<file path="src/rtcmc_params.svh">
// Constants for the RTC misc control block: offsets, bit positions, timing.
// Assumes a 125 MHz system clock and a byte-wide register port.
// Summary of operation
// - With rollover enable set, century flag inverts at each century turnover.
// - With test, alarm and watchdog all clear, pin follows control bit 7.
// - Pin level bit and freq test both zero drive the pin low.
// - Pin is open drain: it only pulls low or releases.
// - Battery checked at every power-up and about every 24 hours.
// - Battery below about 2.5 V sets battery weak flag, flags bit 4.
// - Battery weak flag holds until a later check passes.
// - Battery checks run only while main supply is present.
// - Clock register 04h bit 7 holds recovery time select.
// - Recovery time is 96-98 ms, 40-200 ms, or 50-2000 us by bits.
// - During recovery deselect, host-side inputs are ignored.
// - First power-up clears watchdog, enables and recovery select.
// - First power-up sets oscillator halt, pin level and halt update.
// - Later power-up keeps select, halt, level; sets halt update; clears rest.
// - Watchdog clear covers steering, five multiplier and two resolution bits.
// - Other control bits have no defined power-up value.
`ifndef RTCMC_PARAMS_SVH
`define RTCMC_PARAMS_SVH
`define RTCMC_ADDR_CENT 8'h03
`define RTCMC_ADDR_HOUR 8'h04
`define RTCMC_ADDR_CTRL 8'h08
`define RTCMC_ADDR_WDOG 8'h09
`define RTCMC_ADDR_ALRM 8'h0a
`define RTCMC_ADDR_FLAG 8'h0f
`define RTCMC_ADDR_HALT 8'h0c
`define RTCMC_ADDR_IST 8'h20
`define RTCMC_ADDR_IMSK 8'h21
`define RTCMC_ADDR_STAT 8'h22
`define RTCMC_BIT_HI 7
`define RTCMC_BIT_LO 6
`define RTCMC_BIT_BATT 4
`define RTCMC_BIT_ABE 5
`define RTCMC_CLK_MHZ 125
`define RTCMC_REC_LONG_MS 97
`define RTCMC_REC_HALT_MS 120
`define RTCMC_REC_SHORT_US 1000
`define RTCMC_CHECK_HOURS 24
`define RTCMC_YEAR_LAST 8'h99
`endif

</file>
<file path="src/rtcmc_pkg.sv">
// Types for the RTC misc control block.
// Assumes rtcmc_params.svh supplies all numbers.
package rtcmc_pkg;
   typedef enum logic [2:0] {
      RTCMC_OFF = 3'b001,
      RTCMC_REC = 3'b010,
      RTCMC_RUN = 3'b100
   } rtcmc_state_t;
   typedef struct packed {
      rtcmc_state_t st;
      logic [31:0] rec_cnt;
      logic [47:0] day_cnt;
      logic ever_up;
      logic cent_en;
      logic cent_flag;
      logic rec_sel;
      logic osc_halt;
      logic halt_upd;
      logic pin_level;
      logic freq_test;
      logic alarm_en;
      logic alarm_bk;
      logic sqw_en;
      logic [7:0] wdog;
      logic batt_weak;
      logic batt_req;
      logic [1:0] ist;
      logic [1:0] imsk;
      logic [7:0] rdata;
   } rtcmc_regs_t;
endpackage

</file>
<file path="src/rtcmc_core.sv">
// Misc control of a serial RTC: century flag, open-drain pin, battery
// monitor, recovery deselect timing and power-up defaults.
// Assumes supply, battery and year-wrap levels come from analog/counter
// logic; pin and comparator inputs come unsynchronised.
//
// Strobed register access and the register offsets were chosen for this implementation.
`timescale 1ns/1ps
`include "rtcmc_params.svh"
module rtcmc_core import rtcmc_pkg::*; #(
   parameter int REC_LONG_CYC = `RTCMC_REC_LONG_MS * 1000 * `RTCMC_CLK_MHZ,
   parameter int REC_HALT_CYC = `RTCMC_REC_HALT_MS * 1000 * `RTCMC_CLK_MHZ,
   parameter int REC_SHORT_CYC = `RTCMC_REC_SHORT_US * `RTCMC_CLK_MHZ,
   parameter longint CHECK_CYC =
      64'(`RTCMC_CHECK_HOURS) * 3600 * 1000000 * `RTCMC_CLK_MHZ
) (
   input wire logic clk, // 125 MHz clock
   input wire logic sys_rst, // Sync reset, high
   input wire logic supply_ok, // Main supply above threshold, async
   input wire logic batt_low, // Battery comparator below 2.5 V, async
   input wire logic year_wrap, // One-cycle pulse, year 99 to 00
   input wire logic [7:0] addr, // Register address
   input wire logic [7:0] wdata, // Write data
   input wire logic wr_stb, // Write strobe
   input wire logic rd_stb, // Read strobe
   output logic [7:0] rdata, // Read data, cycle after strobe
   output logic mf_pin_o, // Pin drive level, always 0
   output logic mf_pin_oe, // Pin pull-low enable
   output logic host_enable, // High once recovery deselect ended
   output logic irq // Level interrupt
);
   rtcmc_regs_t r_reg, r_next;
   logic sup_now, bat_now;
   logic wr_ok, rd_ok;
   logic [31:0] rec_len;
   logic due;

   // Register map seen from the host port:
   // 03h bit 7 rollover enable, bit 6 century flag
   // 04h bit 7 recovery time select
   // 08h bit 7 pin level, bit 6 frequency test enable
   // 09h watchdog byte: steering, multiplier, resolution
   // 0Ah bit 7 alarm flag enable, bit 6 square wave, bit 5 alarm backup
   // 0Ch bit 6 halt update flag
   // 0Fh bit 4 battery weak flag, read only
   // 20h sticky events, write one to clear: bit 0 weak, bit 1 ready
   // 21h event mask, same layout
   // 22h one-hot state: off, deselect, run
   // Every write and read is dropped until deselect has ended, so a
   // host that boots faster than the supply settles cannot corrupt bits.

   // State walk: off until supply is seen, then deselect for the
   // chosen length, then run. Supply loss returns to off from either.
   // The power-up defaults are applied on the off to deselect step,
   // which is why first power-up is told apart by the ever_up bit.
   // A limitation: the long recovery count is over twelve million
   // cycles, so benches shorten it through the parameters.

   // Battery check due: pending request while powered
   function automatic logic check_due(input rtcmc_regs_t r, input logic s);
      return r.batt_req && s && (r.st != RTCMC_OFF);
   endfunction
   assign due = check_due(r_reg, sup_now);

   // Pin inputs cross from outside; one identical chain per input
   localparam int N_SYNC = 2;
   logic [N_SYNC-1:0] async_in, sync_out;
   assign async_in = {batt_low, supply_ok};
   genvar gi;
   generate
      for (gi = 0; gi < N_SYNC; gi++) begin : g_sync
         logic [2:0] stage;
         logic held;
         // A level counts once stages two and three agree, so one
         // metastable sample cannot start or end a power cycle
         always_ff @(posedge clk) begin
            if (sys_rst) begin
               stage <= 3'h0;
               held <= 1'b0;
            end else begin
               stage <= {stage[1:0], async_in[gi]};
               if (stage[1] == stage[2]) held <= stage[2];
            end
         end
         assign sync_out[gi] = held;
      end
   endgenerate
   assign sup_now = sync_out[0];
   assign bat_now = sync_out[1];

   // recovery length picked from select and halt bits
   always_comb begin
      if (r_reg.rec_sel) rec_len = REC_SHORT_CYC;
      else if (r_reg.osc_halt) rec_len = REC_HALT_CYC;
      else rec_len = REC_LONG_CYC;
   end

   // host strobes count only in the run state
   assign wr_ok = wr_stb && (r_reg.st == RTCMC_RUN);
   assign rd_ok = rd_stb && (r_reg.st == RTCMC_RUN);

   // Next-state logic for all block state
   always_comb begin
      r_next = r_reg;
      r_next.rdata = 8'h00;
      unique case (r_reg.st)
         RTCMC_OFF: begin
            if (sup_now) begin
               r_next.st = RTCMC_REC;
               r_next.rec_cnt = 32'h0;
               r_next.batt_req = 1'b1;
               // first power-up sets halt and pin level
               if (!r_reg.ever_up) begin
                  r_next.osc_halt = 1'b1;
                  r_next.pin_level = 1'b1;
                  r_next.rec_sel = 1'b0;
               end
               // halt update set, enables and watchdog cleared
               r_next.ever_up = 1'b1;
               r_next.halt_upd = 1'b1;
               r_next.freq_test = 1'b0;
               r_next.alarm_en = 1'b0;
               r_next.alarm_bk = 1'b0;
               r_next.sqw_en = 1'b0;
               r_next.wdog = 8'h00;
            end
         end
         RTCMC_REC: begin
            // deselect lasts its chosen time after supply recovers
            if (!sup_now) r_next.st = RTCMC_OFF;
            else if (r_reg.rec_cnt >= rec_len - 32'h1) begin
               r_next.st = RTCMC_RUN;
               r_next.day_cnt = 48'h0;
            end else r_next.rec_cnt = r_reg.rec_cnt + 32'h1;
         end
         RTCMC_RUN: begin
            if (!sup_now) r_next.st = RTCMC_OFF;
            else if (r_reg.day_cnt >= 48'(CHECK_CYC - 1)) begin
               r_next.day_cnt = 48'h0;
               r_next.batt_req = 1'b1;
            end else r_next.day_cnt = r_reg.day_cnt + 48'h1;
         end
         default: r_next.st = RTCMC_OFF;
      endcase
      // checks only with main supply present
      if (due) begin
         r_next.batt_req = 1'b0;
         r_next.batt_weak = bat_now;
         if (bat_now) r_next.ist[0] = 1'b1;
      end
      // Register writes from the host
      if (wr_ok) begin
         unique case (addr)
            `RTCMC_ADDR_CENT: begin
               r_next.cent_en = wdata[`RTCMC_BIT_HI];
               r_next.cent_flag = wdata[`RTCMC_BIT_LO];
            end
            // recovery select lives in 04h bit 7
            `RTCMC_ADDR_HOUR: r_next.rec_sel = wdata[`RTCMC_BIT_HI];
            `RTCMC_ADDR_CTRL: begin
               r_next.pin_level = wdata[`RTCMC_BIT_HI];
               r_next.freq_test = wdata[`RTCMC_BIT_LO];
            end
            `RTCMC_ADDR_WDOG: r_next.wdog = wdata;
            `RTCMC_ADDR_ALRM: begin
               r_next.alarm_en = wdata[`RTCMC_BIT_HI];
               r_next.sqw_en = wdata[`RTCMC_BIT_LO];
               r_next.alarm_bk = wdata[`RTCMC_BIT_ABE];
            end
            `RTCMC_ADDR_HALT: r_next.halt_upd = wdata[`RTCMC_BIT_LO];
            `RTCMC_ADDR_IMSK: r_next.imsk = wdata[1:0];
            default: ;
         endcase
      end
      // century flag toggles on year wrap, inverting a same-cycle write
      if (year_wrap && r_reg.cent_en) r_next.cent_flag = ~r_next.cent_flag;
      // Write-one clear; events set in the same cycle still win
      if (wr_ok && addr == `RTCMC_ADDR_IST)
         r_next.ist = r_reg.ist & ~wdata[1:0];
      if (r_reg.st == RTCMC_REC && r_next.st == RTCMC_RUN)
         r_next.ist[1] = 1'b1;
      if (due && bat_now)
         r_next.ist[0] = 1'b1;
      // Reads, data valid in the following cycle
      if (rd_ok) begin
         unique case (addr)
            `RTCMC_ADDR_CENT:
               r_next.rdata = {r_reg.cent_en, r_reg.cent_flag, 6'h00};
            `RTCMC_ADDR_HOUR: r_next.rdata = {r_reg.rec_sel, 7'h00};
            `RTCMC_ADDR_CTRL:
               r_next.rdata = {r_reg.pin_level, r_reg.freq_test, 6'h00};
            `RTCMC_ADDR_WDOG: r_next.rdata = r_reg.wdog;
            `RTCMC_ADDR_ALRM:
               r_next.rdata = {r_reg.alarm_en, r_reg.sqw_en,
                               r_reg.alarm_bk, 5'h00};
            `RTCMC_ADDR_HALT: r_next.rdata = {1'b0, r_reg.halt_upd, 6'h00};
            `RTCMC_ADDR_FLAG: r_next.rdata = {3'h0, r_reg.batt_weak, 4'h0};
            `RTCMC_ADDR_IST: r_next.rdata = {6'h00, r_reg.ist};
            `RTCMC_ADDR_IMSK: r_next.rdata = {6'h00, r_reg.imsk};
            `RTCMC_ADDR_STAT: r_next.rdata = {5'h00, r_reg.st};
            default: r_next.rdata = 8'h00;
         endcase
      end
   end

   // State register; sys_rst models power lost with no battery
   always_ff @(posedge clk) begin
      if (sys_rst) begin
         r_reg <= '0;
         r_reg.st <= RTCMC_OFF;
      end else r_reg <= r_next;
   end

   // pin: open drain, follows level bit when functions idle
   assign mf_pin_o = 1'b0;
   assign mf_pin_oe = !r_reg.freq_test && !r_reg.alarm_en &&
                      (r_reg.wdog == 8'h00) && !r_reg.pin_level;
   assign rdata = r_reg.rdata;
   assign host_enable = (r_reg.st == RTCMC_RUN);
   // Level interrupt from unmasked sticky events
   assign irq = |(r_reg.ist & r_reg.imsk);

   // no pin level change from a control write outside run state
   a_deselect_blocks: assert property (@(posedge clk) disable iff (sys_rst)
      (r_reg.st != RTCMC_RUN && wr_stb && addr == `RTCMC_ADDR_CTRL)
      |=> $stable(r_reg.pin_level)) else $error("write taken in deselect");
   a_century_toggle: assert property (@(posedge clk) disable iff (sys_rst)
      (year_wrap && r_reg.cent_en && !wr_ok)
      |=> r_reg.cent_flag != $past(r_reg.cent_flag))
      else $error("century flag did not toggle");
   a_century_hold: assert property (@(posedge clk) disable iff (sys_rst)
      (year_wrap && !r_reg.cent_en && !wr_ok) |=> $stable(r_reg.cent_flag))
      else $error("century flag changed while disabled");
   a_pin_low_drive: assert property (@(posedge clk) disable iff (sys_rst)
      (!r_reg.pin_level && !r_reg.freq_test && !r_reg.alarm_en &&
       r_reg.wdog == 8'h00) |-> mf_pin_oe) else $error("pin not pulled low");
   a_pin_open_drain: assert property (@(posedge clk) disable iff (sys_rst)
      mf_pin_o == 1'b0 && (r_reg.pin_level -> !mf_pin_oe))
      else $error("pin driven high");
   a_batt_only_up: assert property (@(posedge clk) disable iff (sys_rst)
      (r_reg.st == RTCMC_OFF && !sup_now) |=> $stable(r_reg.batt_weak))
      else $error("battery checked without supply");
   a_first_defaults: assert property (@(posedge clk) disable iff (sys_rst)
      (r_reg.st == RTCMC_OFF && sup_now && !r_reg.ever_up)
      |=> r_reg.osc_halt && r_reg.pin_level && r_reg.halt_upd &&
          !r_reg.rec_sel) else $error("first power-up defaults wrong");
   a_powerup_clears: assert property (@(posedge clk) disable iff (sys_rst)
      (r_reg.st == RTCMC_OFF && sup_now)
      |=> r_reg.wdog == 8'h00 && !r_reg.freq_test && !r_reg.alarm_en &&
          !r_reg.sqw_en && !r_reg.alarm_bk && r_reg.halt_upd)
      else $error("power-up clears missing");
   a_batt_check: assert property (@(posedge clk) disable iff (sys_rst)
      (r_reg.st == RTCMC_REC && $past(r_reg.st) == RTCMC_OFF && sup_now)
      |-> ##[0:2] !r_reg.batt_req) else $error("power-up check missing");

   // count never passes the chosen length
   a_rec_bound: assert property (@(posedge clk) disable iff (sys_rst)
      (r_reg.st == RTCMC_REC) |-> (r_reg.rec_cnt < rec_len))
      else $error("recovery count overran");
   a_rec_enter: assert property (@(posedge clk) disable iff (sys_rst)
      (r_reg.st == RTCMC_OFF && sup_now)
      |=> (r_reg.st == RTCMC_REC && r_reg.rec_cnt == 32'h0))
      else $error("deselect did not start");
   a_rec_exit: assert property (@(posedge clk) disable iff (sys_rst)
      (r_reg.st == RTCMC_REC && sup_now &&
       r_reg.rec_cnt >= rec_len - 32'h1) |=> (r_reg.st == RTCMC_RUN))
      else $error("deselect overstayed");
   a_supply_drop: assert property (@(posedge clk) disable iff (sys_rst)
      (r_reg.st != RTCMC_OFF && !sup_now) |=> (r_reg.st == RTCMC_OFF))
      else $error("kept running without supply");
   // State code stays one-hot
   a_state_onehot: assert property (@(posedge clk) disable iff (sys_rst)
      $onehot(r_reg.st)) else $error("state code not one-hot");
   a_read_refused: assert property (@(posedge clk) disable iff (sys_rst)
      (rd_stb && r_reg.st != RTCMC_RUN) |=> (rdata == 8'h00))
      else $error("read taken in deselect");
   a_write_refused: assert property (@(posedge clk) disable iff (sys_rst)
      (r_reg.st == RTCMC_REC && wr_stb)
      |=> ($stable(r_reg.wdog) && $stable(r_reg.rec_sel)))
      else $error("write landed in deselect");
   // Read data stand one cycle only
   a_rdata_idle: assert property (@(posedge clk) disable iff (sys_rst)
      !rd_stb |=> (rdata == 8'h00)) else $error("stale read data");
   a_keep_bits: assert property (@(posedge clk) disable iff (sys_rst)
      (r_reg.st == RTCMC_OFF && sup_now && r_reg.ever_up) |=>
      (r_reg.rec_sel == $past(r_reg.rec_sel) &&
       r_reg.osc_halt == $past(r_reg.osc_halt) &&
       r_reg.pin_level == $past(r_reg.pin_level)))
      else $error("retained bits lost at power-up");
   a_first_clears: assert property (@(posedge clk) disable iff (sys_rst)
      (r_reg.st == RTCMC_OFF && sup_now && !r_reg.ever_up) |=>
      (!r_reg.rec_sel && !r_reg.freq_test && !r_reg.alarm_en &&
       !r_reg.alarm_bk && !r_reg.sqw_en && r_reg.wdog == 8'h00))
      else $error("first power-up clears missing");
   a_wdog_cleared: assert property (@(posedge clk) disable iff (sys_rst)
      (r_reg.st == RTCMC_OFF && sup_now) |=> (r_reg.wdog == 8'h00))
      else $error("watchdog byte kept at power-up");
   a_daily_check: assert property (@(posedge clk) disable iff (sys_rst)
      (r_reg.st == RTCMC_RUN && sup_now && !r_reg.batt_req &&
       r_reg.day_cnt >= 48'(CHECK_CYC - 1)) |=> r_reg.batt_req)
      else $error("daily check not requested");
   a_batt_once: assert property (@(posedge clk) disable iff (sys_rst)
      (due && r_reg.st == RTCMC_REC) |=> !r_reg.batt_req)
      else $error("power-up check left pending");
   a_weak_follows: assert property (@(posedge clk) disable iff (sys_rst)
      due |=> (r_reg.batt_weak == $past(bat_now)))
      else $error("weak flag misses check result");
   a_weak_off: assert property (@(posedge clk) disable iff (sys_rst)
      (r_reg.st == RTCMC_OFF) |=> $stable(r_reg.batt_weak))
      else $error("weak flag changed while off");
   // weak event beats a same-cycle clear
   a_irq_set_wins: assert property (@(posedge clk) disable iff (sys_rst)
      (due && bat_now && wr_ok && addr == `RTCMC_ADDR_IST && wdata[0])
      |=> r_reg.ist[0]) else $error("clear beat battery event");
   // Recovery end raises its event
   a_rec_event: assert property (@(posedge clk) disable iff (sys_rst)
      (r_reg.st == RTCMC_REC ##1 r_reg.st == RTCMC_RUN) |-> r_reg.ist[1])
      else $error("recovery event missing");
   // any other function releases the pin
   a_pin_release: assert property (@(posedge clk) disable iff (sys_rst)
      (r_reg.freq_test || r_reg.alarm_en || r_reg.wdog != 8'h00 ||
       r_reg.pin_level) |-> !mf_pin_oe) else $error("pin held low");
   // century write lands when no wrap
   a_cent_write: assert property (@(posedge clk) disable iff (sys_rst)
      (wr_ok && addr == `RTCMC_ADDR_CENT && !year_wrap) |=>
      (r_reg.cent_en == $past(wdata[`RTCMC_BIT_HI]) &&
       r_reg.cent_flag == $past(wdata[`RTCMC_BIT_LO])))
      else $error("century write lost");
   // select write lands in 04h bit 7
   a_sel_write: assert property (@(posedge clk) disable iff (sys_rst)
      (wr_ok && addr == `RTCMC_ADDR_HOUR)
      |=> (r_reg.rec_sel == $past(wdata[`RTCMC_BIT_HI])))
      else $error("recovery select write lost");
endmodule

</file>
<file path="config.mk">
export PLATFORM = sky130hd
export DESIGN_NAME = rtcmc_core
export DESIGN_NICKNAME = d
export VERILOG_FILES = /design/src/rtcmc_pkg.sv /design/src/rtcmc_core.sv
export VERILOG_INCLUDE_DIRS = /design/src
export SDC_FILE = /design/constraint.sdc
export NUM_CORES = 1
export LEC_CHECK = 0
export BUFFER_PORTS_ARGS = -buffer_cell sky130_fd_sc_hd__buf_4
export CAP_MARGIN = 20
export CORE_UTILIZATION = 50
export DETAILED_ROUTE_END_ITERATION = 10
export PLACE_DENSITY = 0.75
export RECOVER_POWER = 50
export SLEW_MARGIN = 20
export SYNTH_ARGS = -nofsm -noshare
export SYNTH_HDL_FRONTEND = slang
export SYNTH_SLANG_ARGS = --single-unit
</file>
<file path="constraint.sdc">
create_clock -name clk -period 4.45 [get_ports clk]
set_clock_uncertainty 0.15 [all_clocks]
set_input_delay 0.445 -clock clk [delete_from_list [all_inputs] [get_ports clk]]
set_output_delay 0.445 -clock clk [all_outputs]
set_load 0.01 [all_outputs]
</file>
==> implementation parameters, run 1 <==
Parameter                              Value

Run status
  Run status    complete, but fails checks
  Violations in the final reports    max-capacitance violations, max-slew violations

Critical path
  Critical path peak fanout    16
  Reg-to-reg endpoint    r_reg[78]
  WP data required    approximately 4.7 ns
  Number of logic stages on the critical path including buffering    9
  Master of the slowest instance on the critical path    or4b_1
  Arrival time reported for the critical path endpoint    about 4.0 ns
  Crit. End Element    register
  Category of cells accounting for the largest share of critical-path delay    compound AO/OA/AOI/OAI gates
  Reg2reg setup slack    between 0.6 and 0.7 ns
  Crit start category    register
  Capture point of the worst path    r_reg[78]
  Depth of the worst register-to-register path    9
  Bufs and invs on worst path    1
  Critical path class    register to register
  Startpoint of the worst-slack reg-to-reg timing path    r_reg[29]
  Crit path launch    r_reg[29]
  Critical path cell sequence    nor2b_1, inv_1, ha_1, a21oi_1, a211oi_1, or4b_1, a221oi_4, o21a_1, and2_1
  Worst path max stage delay    between 0.7 and 0.8 ns

Clocking
  Number of gates resized after CTS    0
  Root Buffer    clkbuf_16
  TritonCTS clock tree    done
  Maximum root-to-sink buffer count    2
  Clock Sink Count    124
  Post-CTS setup buffer count    0
  Clock latency at the later pin of the worst-skew pair    between 0.4 and 0.5 ns
  Num CTS Buffers    17
  Reg clk slew, reported paths    ~0.060 ns
  Number of H-tree branching levels    4
  Hold_buf cts    0

Synthesis
  Unique masters post-synth    63
  Number of warnings printed during yosys synthesis    0
  Avg Synthesized Cell Area    about 8.1 µm²
  Total of flip-flops plus latches after synthesis    around 120
  Post-synth top flop    dfxtp_1
  Mapped Nets    877
  Cell Area, Synth    just under 0.007 mm²
  Cell types with the highest counts after synthesis    dfxtp_1 (124), nand2_1 (69), nand3_1 (50)
  Most area-consuming cells after synthesis    dfxtp_1 (37%), nand2_1 (3.8%), nand3_1 (3.7%), mux2i_1 (3.4%), nor3_1 (3.3%)
  Top-area cell type share of the netlist area    0.367
  Post-synth EDFFs    0
  Top-count cell post-synth    dfxtp_1
  Asr flop ratio synth    0
  Synth Instances    roughly 840
  Sequential cell area fraction in the yosys report    0.367
  Cell type with the largest total area after synthesis    dfxtp_1

Route
  Drt drc    0
  Total via count in the routed design    6311
  Initial DRC Count    633
  Average wire per cell in the routed design    roughly 16 µm
  Post-route antenna net violation count    0
  Pre-Repair DR Iteration Count    5
  Final WL    around 16 mm
  Vias per Instance    about 6.1

Timing
  Crit share post-route    0.844
  Final count of pins violating max slew    94
  Fmax    roughly 270 MHz
  Total of endpoints with negative setup slack in the final report    0
  Transition time at the pin with the least slew margin    2.41 ns
  Total count of hold-check failures in the final report    0
  Max-Slew Margin vs Limit    -0.605
  Final total negative setup slack    0 ns
  Period minus WS final    between 3 and 4 ns
  Setup repair after global routing missed its margin    false

Place
  Number of input and output port buffers inserted    33
  Total half-perimeter wirelength after legalization and detailed placement    between 10 and 15 mm
  Routability Congestion    0.899

Global route
  Most Crowded Layer GR    met2
  Via count of the first global-routing pass    a little under 6000
  Wire length of the first global-routing pass    about 28 mm
  GR Overflow Total    0
  Overall fraction of global-route tracks in use    0.246
  Met3 Use GR    0.0584
  Met1 routing resource usage after global routing    0.316
  Met2 global-route usage    0.400
  Number of antenna violations at the first check in global routing    0
  Maximum number of pins on one net before global-route repair    61

Die
  Initial cell density of the core    0.512
  Area inside the core boundary    between 0.01 and 0.015 mm²
  Vertical die dimension    118 µm
  Floorplan row count    42
  Width of the die    118 µm
  Full die area    ~0.014 mm²
  Number of ports placed on the die boundary    35

Power
  Maximum vdd ir drop    0.217 mV
  Power per standard cell area    ~350 mW/mm²
  Sw power    0.566 mW
  Int Power    roughly 2.1 mW
  Clock share of power    0.554
  Seq pwr share    0.422
  Switching fraction of total power    0.214
  Part of the total power dissipated in combinational logic    0.024
  Static leakage power    around 2.7 nW

Final layout
  Antenna Diode Count    0
  Synthesis-to-finish area growth    13.0%
  Post-route core utilization    0.579
  Number of flip-flops under the largest register name    around 110
  Ratio of cells with drive above 1 in the final layout    0.0884
  Final Net Count    887

Hold path
  Worst Hold Class    primary input to register

Flow run
  Total of max-cap violations    2
-- layout by cell type (no fill, tap or decap), drive strengths merged, types with 11 or more instances in the layout --
cell type,instances
nor3,45
o2bb2ai,11
clkbuf,33
buf,29
mux2i,23
or3,20
a21oi,33
nand4,20
nor4,26
ha,17
and2,15
nand3,50
o22ai,24
and3,27
dfxtp,124
o21ai,49
nand2,69
inv,51
nor2,42
-- routing by layer --
metal  routed length (µm)  part of all wire
met4                  291             0.018
met2                 7730              0.47
met5                    0                 0
met3                 1020             0.062
met1                 7350              0.45
-- worst min path at each step --
stage                       start            endpoint  slack [ns]  depth (start not counted)
5_1_grt                  batt_low  g_sync[1].stage[0]        0.09                          2
3_3_place_gp   g_sync[1].stage[0]  g_sync[1].stage[1]        0.27                          1
2_1_floorplan  g_sync[0].stage[0]  g_sync[0].stage[1]        0.26                          1
6_report                 batt_low  g_sync[1].stage[0]        0.09                          2
4_1_cts                  batt_low  g_sync[1].stage[0]        0.08                          2
3_5_place_dp   g_sync[0].stage[0]  g_sync[0].stage[1]        0.28                          1
-- through the flow --
stage / setup WS, ns / total power [mW] / instance area, µm² / cells / hold slack [ns]
after global placement: 0.897 / 1.20 / 7070 / 1004 / 0.267
after detailed placement: 0.834 / 1.20 / 7070 / 1004 / 0.280
after CTS: 0.743 / 2.66 / 7690 / 1036 / 0.0834
after floorplan: 1.28 / 1.17 / 6760 / 837 / 0.264
after global routing: 0.518 / 2.71 / 7640 / 1036 / 0.0905
final: 0.694 / 2.64 / 7640 / 1036 / 0.0868
-- area by class of cell --
cell class | instances | area (µm²)
repair buffers | 44 | 274
well taps | 176 | 220
inverters | 49 | 184
multi-input cells | 611 | 3850
fillers | 1208 | 5550
clock buffers | 18 | 429
flip-flops and latches | 124 | 2480
clock inverters | 14 | 194
-- logic make-up after synthesis --
logic type	synth area share
compound gates	0.197
mux	0.0341
other cells	0.000555
flops	0.367
fa+ha+maj	0.0315
simple gates	0.285
xor+xnor	0.0194
buf+inv	0.0650
-- power by group through the flow --
stage               sequential, mW  combinational, mW  clock [mW]
detailed placement            1.14             0.0632           0
floorplan                     1.14             0.0351           0
global route                  1.11             0.0701        1.53
global placement              1.14             0.0623           0
CTS                           1.11             0.0638        1.48
finish                        1.11             0.0635        1.46
-- worst register-to-register path: cells and delay by family (launching register included) --
family | cells | cell delay [ns]
AOI/OAI and AO/OA | 4 | 1.39
DFF | 1 | 0.39
buffers and inverters | 1 | 0.18
adders and majority gates | 1 | 0.34
and+or+nand+nor | 3 | 1.25
No activity file was read; power rests on OpenSTA's default activity.
==> inputs of run 2 (changes only) <==
--- a/config.mk
+++ b/config.mk
@@ -10,7 +10,7 @@
 export CAP_MARGIN = 20
 export CORE_UTILIZATION = 50
 export DETAILED_ROUTE_END_ITERATION = 10
-export PLACE_DENSITY = 0.75
+export PLACE_DENSITY = 0.78
 export RECOVER_POWER = 50
 export SLEW_MARGIN = 20
 export SYNTH_ARGS = -nofsm -noshare
==> constraint.sdc (replaced) <==
create_clock -name clk -period 3.4 [get_ports clk]
set_clock_uncertainty 0.15 [all_clocks]
set_input_delay 0.34 -clock clk [delete_from_list [all_inputs] [get_ports clk]]
set_output_delay 0.34 -clock clk [all_outputs]
set_load 0.01 [all_outputs]
==> implementation parameters, run 2 (synthesis gave the netlist of run 1 again) <==
Parameter                              Value

Clocking
  Root Buffer    clkbuf_16
  Clock Sink Count    124 (unchanged)
  Clock latency at the later pin of the worst-skew pair    0.43 ns (about the same)
  Maximum root-to-sink buffer count    2 (unchanged)
  TritonCTS clock tree    done
  Num CTS Buffers    17 (unchanged)
  Reg clk slew, reported paths    0.06 ns (about the same)
  Number of H-tree branching levels    4 (unchanged)

Final layout
  Final Net Count    901 (+1.6%)
  Synthesis-to-finish area growth    14.9%
  Most common cell after layout, fill and taps aside    dfxtp_1
  Ratio of cells with drive above 1 in the final layout    0.104 (+0.0159)
  Number of flip-flops under the largest register name    108 (unchanged)
  Cell Count, Final, Fillers Out    1049 (+1.3%)
  Commonest cells after routing, fill and taps aside    dfxtp_1 (124), nand2_1 (69), nand3_1 (50)
  Antenna Diode Count    0 (unchanged)

Global route
  Number of antenna violations at the first check in global routing    0 (unchanged)
  Maximum number of pins on one net before global-route repair    59 (-3.3%)
  GR Overflow Total    0 (unchanged)
  Overall fraction of global-route tracks in use    0.248 (+0.00237)
  Via count of the first global-routing pass    5952 (+0.40%)
  Wire length of the first global-routing pass    28.4 mm (+0.76%)

Die
  Number of ports placed on the die boundary    35 (unchanged)
  Width of the die    118 µm (unchanged)
  Floorplan row count    42 (unchanged)
  Full die area    0.0140 mm² (unchanged)
  Area inside the core boundary    0.0132 mm² (unchanged)
  Initial cell density of the core    0.512 (unchanged)
  Vertical die dimension    118 µm (unchanged)

Power
  Static leakage power    2.73 nW (+2.6%)
  Int Power    2.75 mW (+32%)
  Sw power    0.683 mW (+21%)
  Part of the total power dissipated in combinational logic    0.025 (about the same)
  Seq pwr share    0.426 (+0.004)
  Switching fraction of total power    0.199 (-0.0151)
  Power per standard cell area    442 mW/mm² (+28%)
  Clock share of power    0.549 (-0.005)
  Maximum vdd ir drop    0.385 mV (+77%)

Place
  Post-Place Worst Slack    0.150 ns (-0.683 ns)
  Number of input and output port buffers inserted    33 (unchanged)
  Routability Congestion    0.863 (-3.9%)
  Total half-perimeter wirelength after legalization and detailed placement    10.8 mm (+0.99%)
  Cell Count Post-Placement    1016 (+1.2%)

Timing
  Total count of hold-check failures in the final report    0 (unchanged)
  Total of endpoints with negative setup slack in the final report    0 (unchanged)
  Final count of pins violating max slew    59 (-37%)
  Crit share post-route    0.960 (+0.116)
  Worst hold margin    0.00644 ns (-0.0804 ns)
  Transition time at the pin with the least slew margin    2.37 ns (-0.0347 ns)
  Final worst-path setup slack    0.135 ns (-0.559 ns)
  Final total negative setup slack    0 ns (unchanged)
  Max-Slew Margin vs Limit    -0.582 (+0.0232)
  Fmax    306 MHz (+15%)
  Setup repair after global routing missed its margin    false
  Period minus WS final    3.26 ns (-0.491 ns)

Hold path
  Hold path start    wdata[2]
  Worst hold path depth    3 (+1)
  Endpoint of the worst hold-timing path    r_reg[16]
  Worst Hold Class    primary input to register

Route
  Average wire per cell in the routed design    16.0 µm (+1.5%)
  Drt drc    0 (unchanged)
  Post-route antenna net violation count    0 (unchanged)
  Final WL    16.8 mm (+2.7%)
  Pre-Repair DR Iteration Count    8 (+3)
  Initial DRC Count    795 (+26%)
  Vias per Instance    6.11 (+0.25%)
  Total via count in the routed design    6406 (+1.5%)

Critical path
  Crit path launch    r_reg[29]
  Critical path peak fanout    11 (-5)
  Reg2reg setup slack    0.14 ns (-0.56 ns)
  Crit. End Element    register
  Reg-to-reg endpoint    r_reg[105]
  Crit start category    register
  Depth of the worst register-to-register path    11 (+2)
  Critical path class    register to register
  Startpoint of the worst-slack reg-to-reg timing path    r_reg[29]
  WP data required    3.57 ns (-1.09 ns)
  Arrival time reported for the critical path endpoint    3.43 ns (-0.53 ns)

Run status
  Run status    complete, but fails checks
  Violations in the final reports    max-capacitance violations, max-slew violations

Flow run
  Total of max-cap violations    1 (-1)
==> run 2: cell count changes in the layout (fill, tap and decap cells not counted), sizes merged <==
| cell | previous run | this run |
|---|---|---|
| clkinvlp | 2 | 0 |
| clkinv | 6 | 4 |
| buf | 29 | 38 |
| inv | 51 | 49 |
| clkbuf | 33 | 41 |
| dlygate4sd3 | 0 | 2 |
==> run 2: timing repair <==
item / CTS / global route
hold buffers: 2 / 0
gates resized for setup: 0 / 9
endpoints found under the setup margin: 0 / 69
hold endpoints to repair: 2 / 0
setup buffers: 0 / 0
==> run 2: worst max-delay path: stages, from the launching register on <==
cell and delay (ns):
dfxtp_1 0.43, or2_2 0.21, inv_1 0.09, ha_1 0.29
nand3_1 0.10, or4_1 0.53, a2111oi_0 0.35, buf_4 0.22
o21a_1 0.31, buf_4 0.23, nor3_1 0.07, o21a_1 0.17
==> run 2: routing by layer <==
layer  GRT usage  vias to the layer above  part of all wire
met2       0.388                      218              0.46
met5           0                        -                 0
li1            -                     3143                 -
met4      0.0970                        0             0.018
met1       0.333                     3012              0.46
met3      0.0545                       33             0.059
==> run 2: how the worst max path moves through the flow <==
stage                            end  slack (ns)  cells past startpoint
after floorplan           r_reg[105]        0.23                     11
after global placement     r_reg[84]        0.22                      9
after CTS                  r_reg[84]        0.05                      9
after global routing      r_reg[105]        0.02                     11
final                     r_reg[105]        0.14                     11
after detailed placement   r_reg[84]        0.15                      9
==> run 2: layout make-up <==
type                    count  area (µm²)
clock buffers              23         468
fillers                  1193        5430
well taps                 176         220
repair buffers             58         375
flip-flops and latches    124        2480
clock inverters             8         140
inverters                  49         184
multi-input cells         611        3890
==> run 2: power groups by stage <==
stage / clock network (mW) / registers [mW] / logic, mW
after global placement: 0 / 1.49 / 0.0838
final: 1.88 / 1.46 / 0.0864
after floorplan: 0 / 1.49 / 0.0459
after detailed placement: 0 / 1.49 / 0.0847
after CTS: 1.90 / 1.46 / 0.0867
after global routing: 1.98 / 1.46 / 0.0950
==> run 2: metrics by stage <==
step	util	area [µm²]	power [mW]
after floorplan	-	6760	1.53
after global placement	0.543	7160	1.57
after detailed placement	0.543	7160	1.57
after CTS	0.590	7790	3.45
after global routing	0.589	7760	3.53
final	0.589	7760	3.43
==> inputs of run 3 (changes only) <==
--- a/config.mk
+++ b/config.mk
@@ -10,6 +10,7 @@
 export CAP_MARGIN = 20
 export CORE_UTILIZATION = 50
 export DETAILED_ROUTE_END_ITERATION = 10
+export HOLD_SLACK_MARGIN = 0.06
 export PLACE_DENSITY = 0.78
 export RECOVER_POWER = 50
 export SLEW_MARGIN = 20
==> implementation parameters, run 3 (synthesis gave the netlist of run 1 again) <==
Parameter                              Value

Run status
  Run status    complete, but fails checks
  Violations in the final reports    max-capacitance violations, max-slew violations

Clocking
  Reg clk slew, reported paths    0.05 ns (about the same)
  Root Buffer    clkbuf_16
  TritonCTS clock tree    done
  Maximum root-to-sink buffer count    2 (unchanged)
  Clock Sink Count    124 (unchanged)
  Number of H-tree branching levels    4 (unchanged)
  Clock latency at the later pin of the worst-skew pair    0.43 ns (about the same)
  Num CTS Buffers    17 (unchanged)

Final layout
  Cell Count, Final, Fillers Out    1057 (+0.76%)
  Antenna Diode Count    0 (unchanged)
  Cell area after layout    0.00785 mm² (+1.0%)
  Final Net Count    909 (+0.89%)
  Number of flip-flops under the largest register name    108 (unchanged)
  Most common cell after layout, fill and taps aside    dfxtp_1
  Commonest cells after routing, fill and taps aside    dfxtp_1 (124), nand2_1 (69), nand3_1 (50)
  Synthesis-to-finish area growth    16.1%
  Total of fill cells in the finished design    1175 (-1.5%)
  Ratio of cells with drive above 1 in the final layout    0.103 (-0.000947)
  Area of combinational cells with multiple inputs    0.00389 mm² (unchanged)
  Sequential cell area in the final layout    0.00248 mm² (unchanged)
  Post-route core utilization    0.595 (+0.00607)

Route
  Drt drc    0 (unchanged)
  Vias per Instance    6.15 (+0.73%)
  Final WL    16.9 mm (+0.59%)
  Average wire per cell in the routed design    16.0 µm (-0.17%)
  Total via count in the routed design    6502 (+1.5%)
  Initial DRC Count    777 (-2.3%)
  Pre-Repair DR Iteration Count    6 (-2)
  Post-route antenna net violation count    0 (unchanged)

Critical path
  Critical path class    register to register
  Category of cells accounting for the largest share of critical-path delay    simple AND/OR/NAND/NOR gates
  Master of the slowest instance on the critical path    or4_1
  Crit. End Element    register
  Arrival time reported for the critical path endpoint    3.43 ns (about the same)
  Worst path max stage delay    0.53 ns (about the same)
  WP data required    3.57 ns (about the same)
  Depth of the worst register-to-register path    11 (unchanged)
  Critical path peak fanout    11 (unchanged)
  Number of logic stages on the critical path including buffering    11 (unchanged)
  Critical path cell sequence    or2_2, inv_1, ha_1, nand3_1, or4_1, a2111oi_0, buf_4, o21a_1, buf_4, nor3_1, o21a_1
  Bufs and invs on worst path    3 (unchanged)
  Crit start category    register

Timing
  Max-Slew Margin vs Limit    -0.599 (-0.0179)
  Final worst-path setup slack    0.132 ns (-0.00341 ns)
  Transition time at the pin with the least slew margin    2.40 ns (+0.0268 ns)
  Final count of pins violating max slew    59 (unchanged)
  Worst hold margin    0.133 ns (+0.126 ns)
  Total count of hold-check failures in the final report    0 (unchanged)
  Fmax    306 MHz (-0.10%)
  Total of endpoints with negative setup slack in the final report    0 (unchanged)
  Period minus WS final    3.27 ns (+0.00341 ns)
  Crit share post-route    0.961 (+0.00100)
  Final total negative setup slack    0 ns (unchanged)
  Setup repair after global routing missed its margin    false

Place
  Number of input and output port buffers inserted    33 (unchanged)
  Post-Place Worst Slack    0.150 ns (unchanged)
  Post-placement cell area    0.00716 mm² (unchanged)
  Total half-perimeter wirelength after legalization and detailed placement    10.8 mm (unchanged)
  Routability Congestion    0.863 (unchanged)
  Cell Count Post-Placement    1016 (unchanged)

Global route
  Maximum number of pins on one net before global-route repair    59 (unchanged)
  Via count of the first global-routing pass    5966 (+0.24%)
  Wire length of the first global-routing pass    28.6 mm (+0.68%)
  GR Overflow Total    0 (unchanged)
  Overall fraction of global-route tracks in use    0.250 (+0.00135)
  Number of antenna violations at the first check in global routing    0 (unchanged)

Hold path
  Worst Hold Class    primary input to register
  Worst hold path depth    4 (+1)

Die
  Area inside the core boundary    0.0132 mm² (unchanged)
  Vertical die dimension    118 µm (unchanged)
  Width of the die    118 µm (unchanged)
  Initial cell density of the core    0.512 (unchanged)
  Full die area    0.0140 mm² (unchanged)
  Number of ports placed on the die boundary    35 (unchanged)
  Floorplan row count    42 (unchanged)

Flow run
  Total of max-cap violations    1 (unchanged)

Power
  Maximum vdd ir drop    0.383 mV (-0.47%)
  Final Total Pwr    3.44 mW (+0.27%)
  Static leakage power    2.76 nW (+1.2%)
  Power per standard cell area    438 mW/mm² (-0.76%)
## run 3: changes by cell type in the layout (fill, tap and decap cells not counted), sizes merged
cell,delta
dlygate4sd3,+8
## run 3: routing by layer
layer  GRT usage  vias up  wire length, µm
met3      0.0541       29             1040
met1       0.335     3067             7720
met4      0.0946        0              281
met2       0.392      244             7890
li1            -     3162                -
met5           0        -                0
## run 3: worst paths after layout
check	start	to	slack (ns)
worst max-delay path	r_reg[29]	r_reg[105]	0.13
worst min-delay path	year_wrap	r_reg[30]	0.13
worst max register to register	r_reg[29]	r_reg[105]	0.13
worst min register to register	g_sync[1].stage[0]	g_sync[1].stage[1]	0.29
## run 3: area by class of cell
type	count	area share
multi-input combinational	611	0.496
sequential	124	0.316
clock buffer	23	0.0596
timing repair buffer	66	0.0581
tap	176	0.0281
inverter	49	0.0234
clock inverter	8	0.0179
## run 3: worst reg2reg max path, delay by kind of cell (launching register included)
| family | cells | cell delay, ns |
|---|---|---|
| AND/OR/NAND/NOR | 4 | 0.91 |
| buffers and inverters | 3 | 0.54 |
| AO/OA/AOI/OAI | 3 | 0.84 |
| adder cells (fa/ha/maj) | 1 | 0.30 |
| flip-flops | 1 | 0.43 |
## run 3: repair_timing
action | 4_1_cts | 5_1_grt
endpoints found under the setup margin | 0 | 69
resized for setup | 0 | 9
buffers inserted | 0 | 0
endpoints found under the hold margin | 14 | 0
hold buffers | 10 | 0
## run 3: power by group
part / leakage (nW) / internal, mW / switching [mW]
registers: 0.999 / 1.46 / 0.00144
clock network: 0.301 / 1.25 / 0.630
logic: 1.46 / 0.0406 / 0.0536
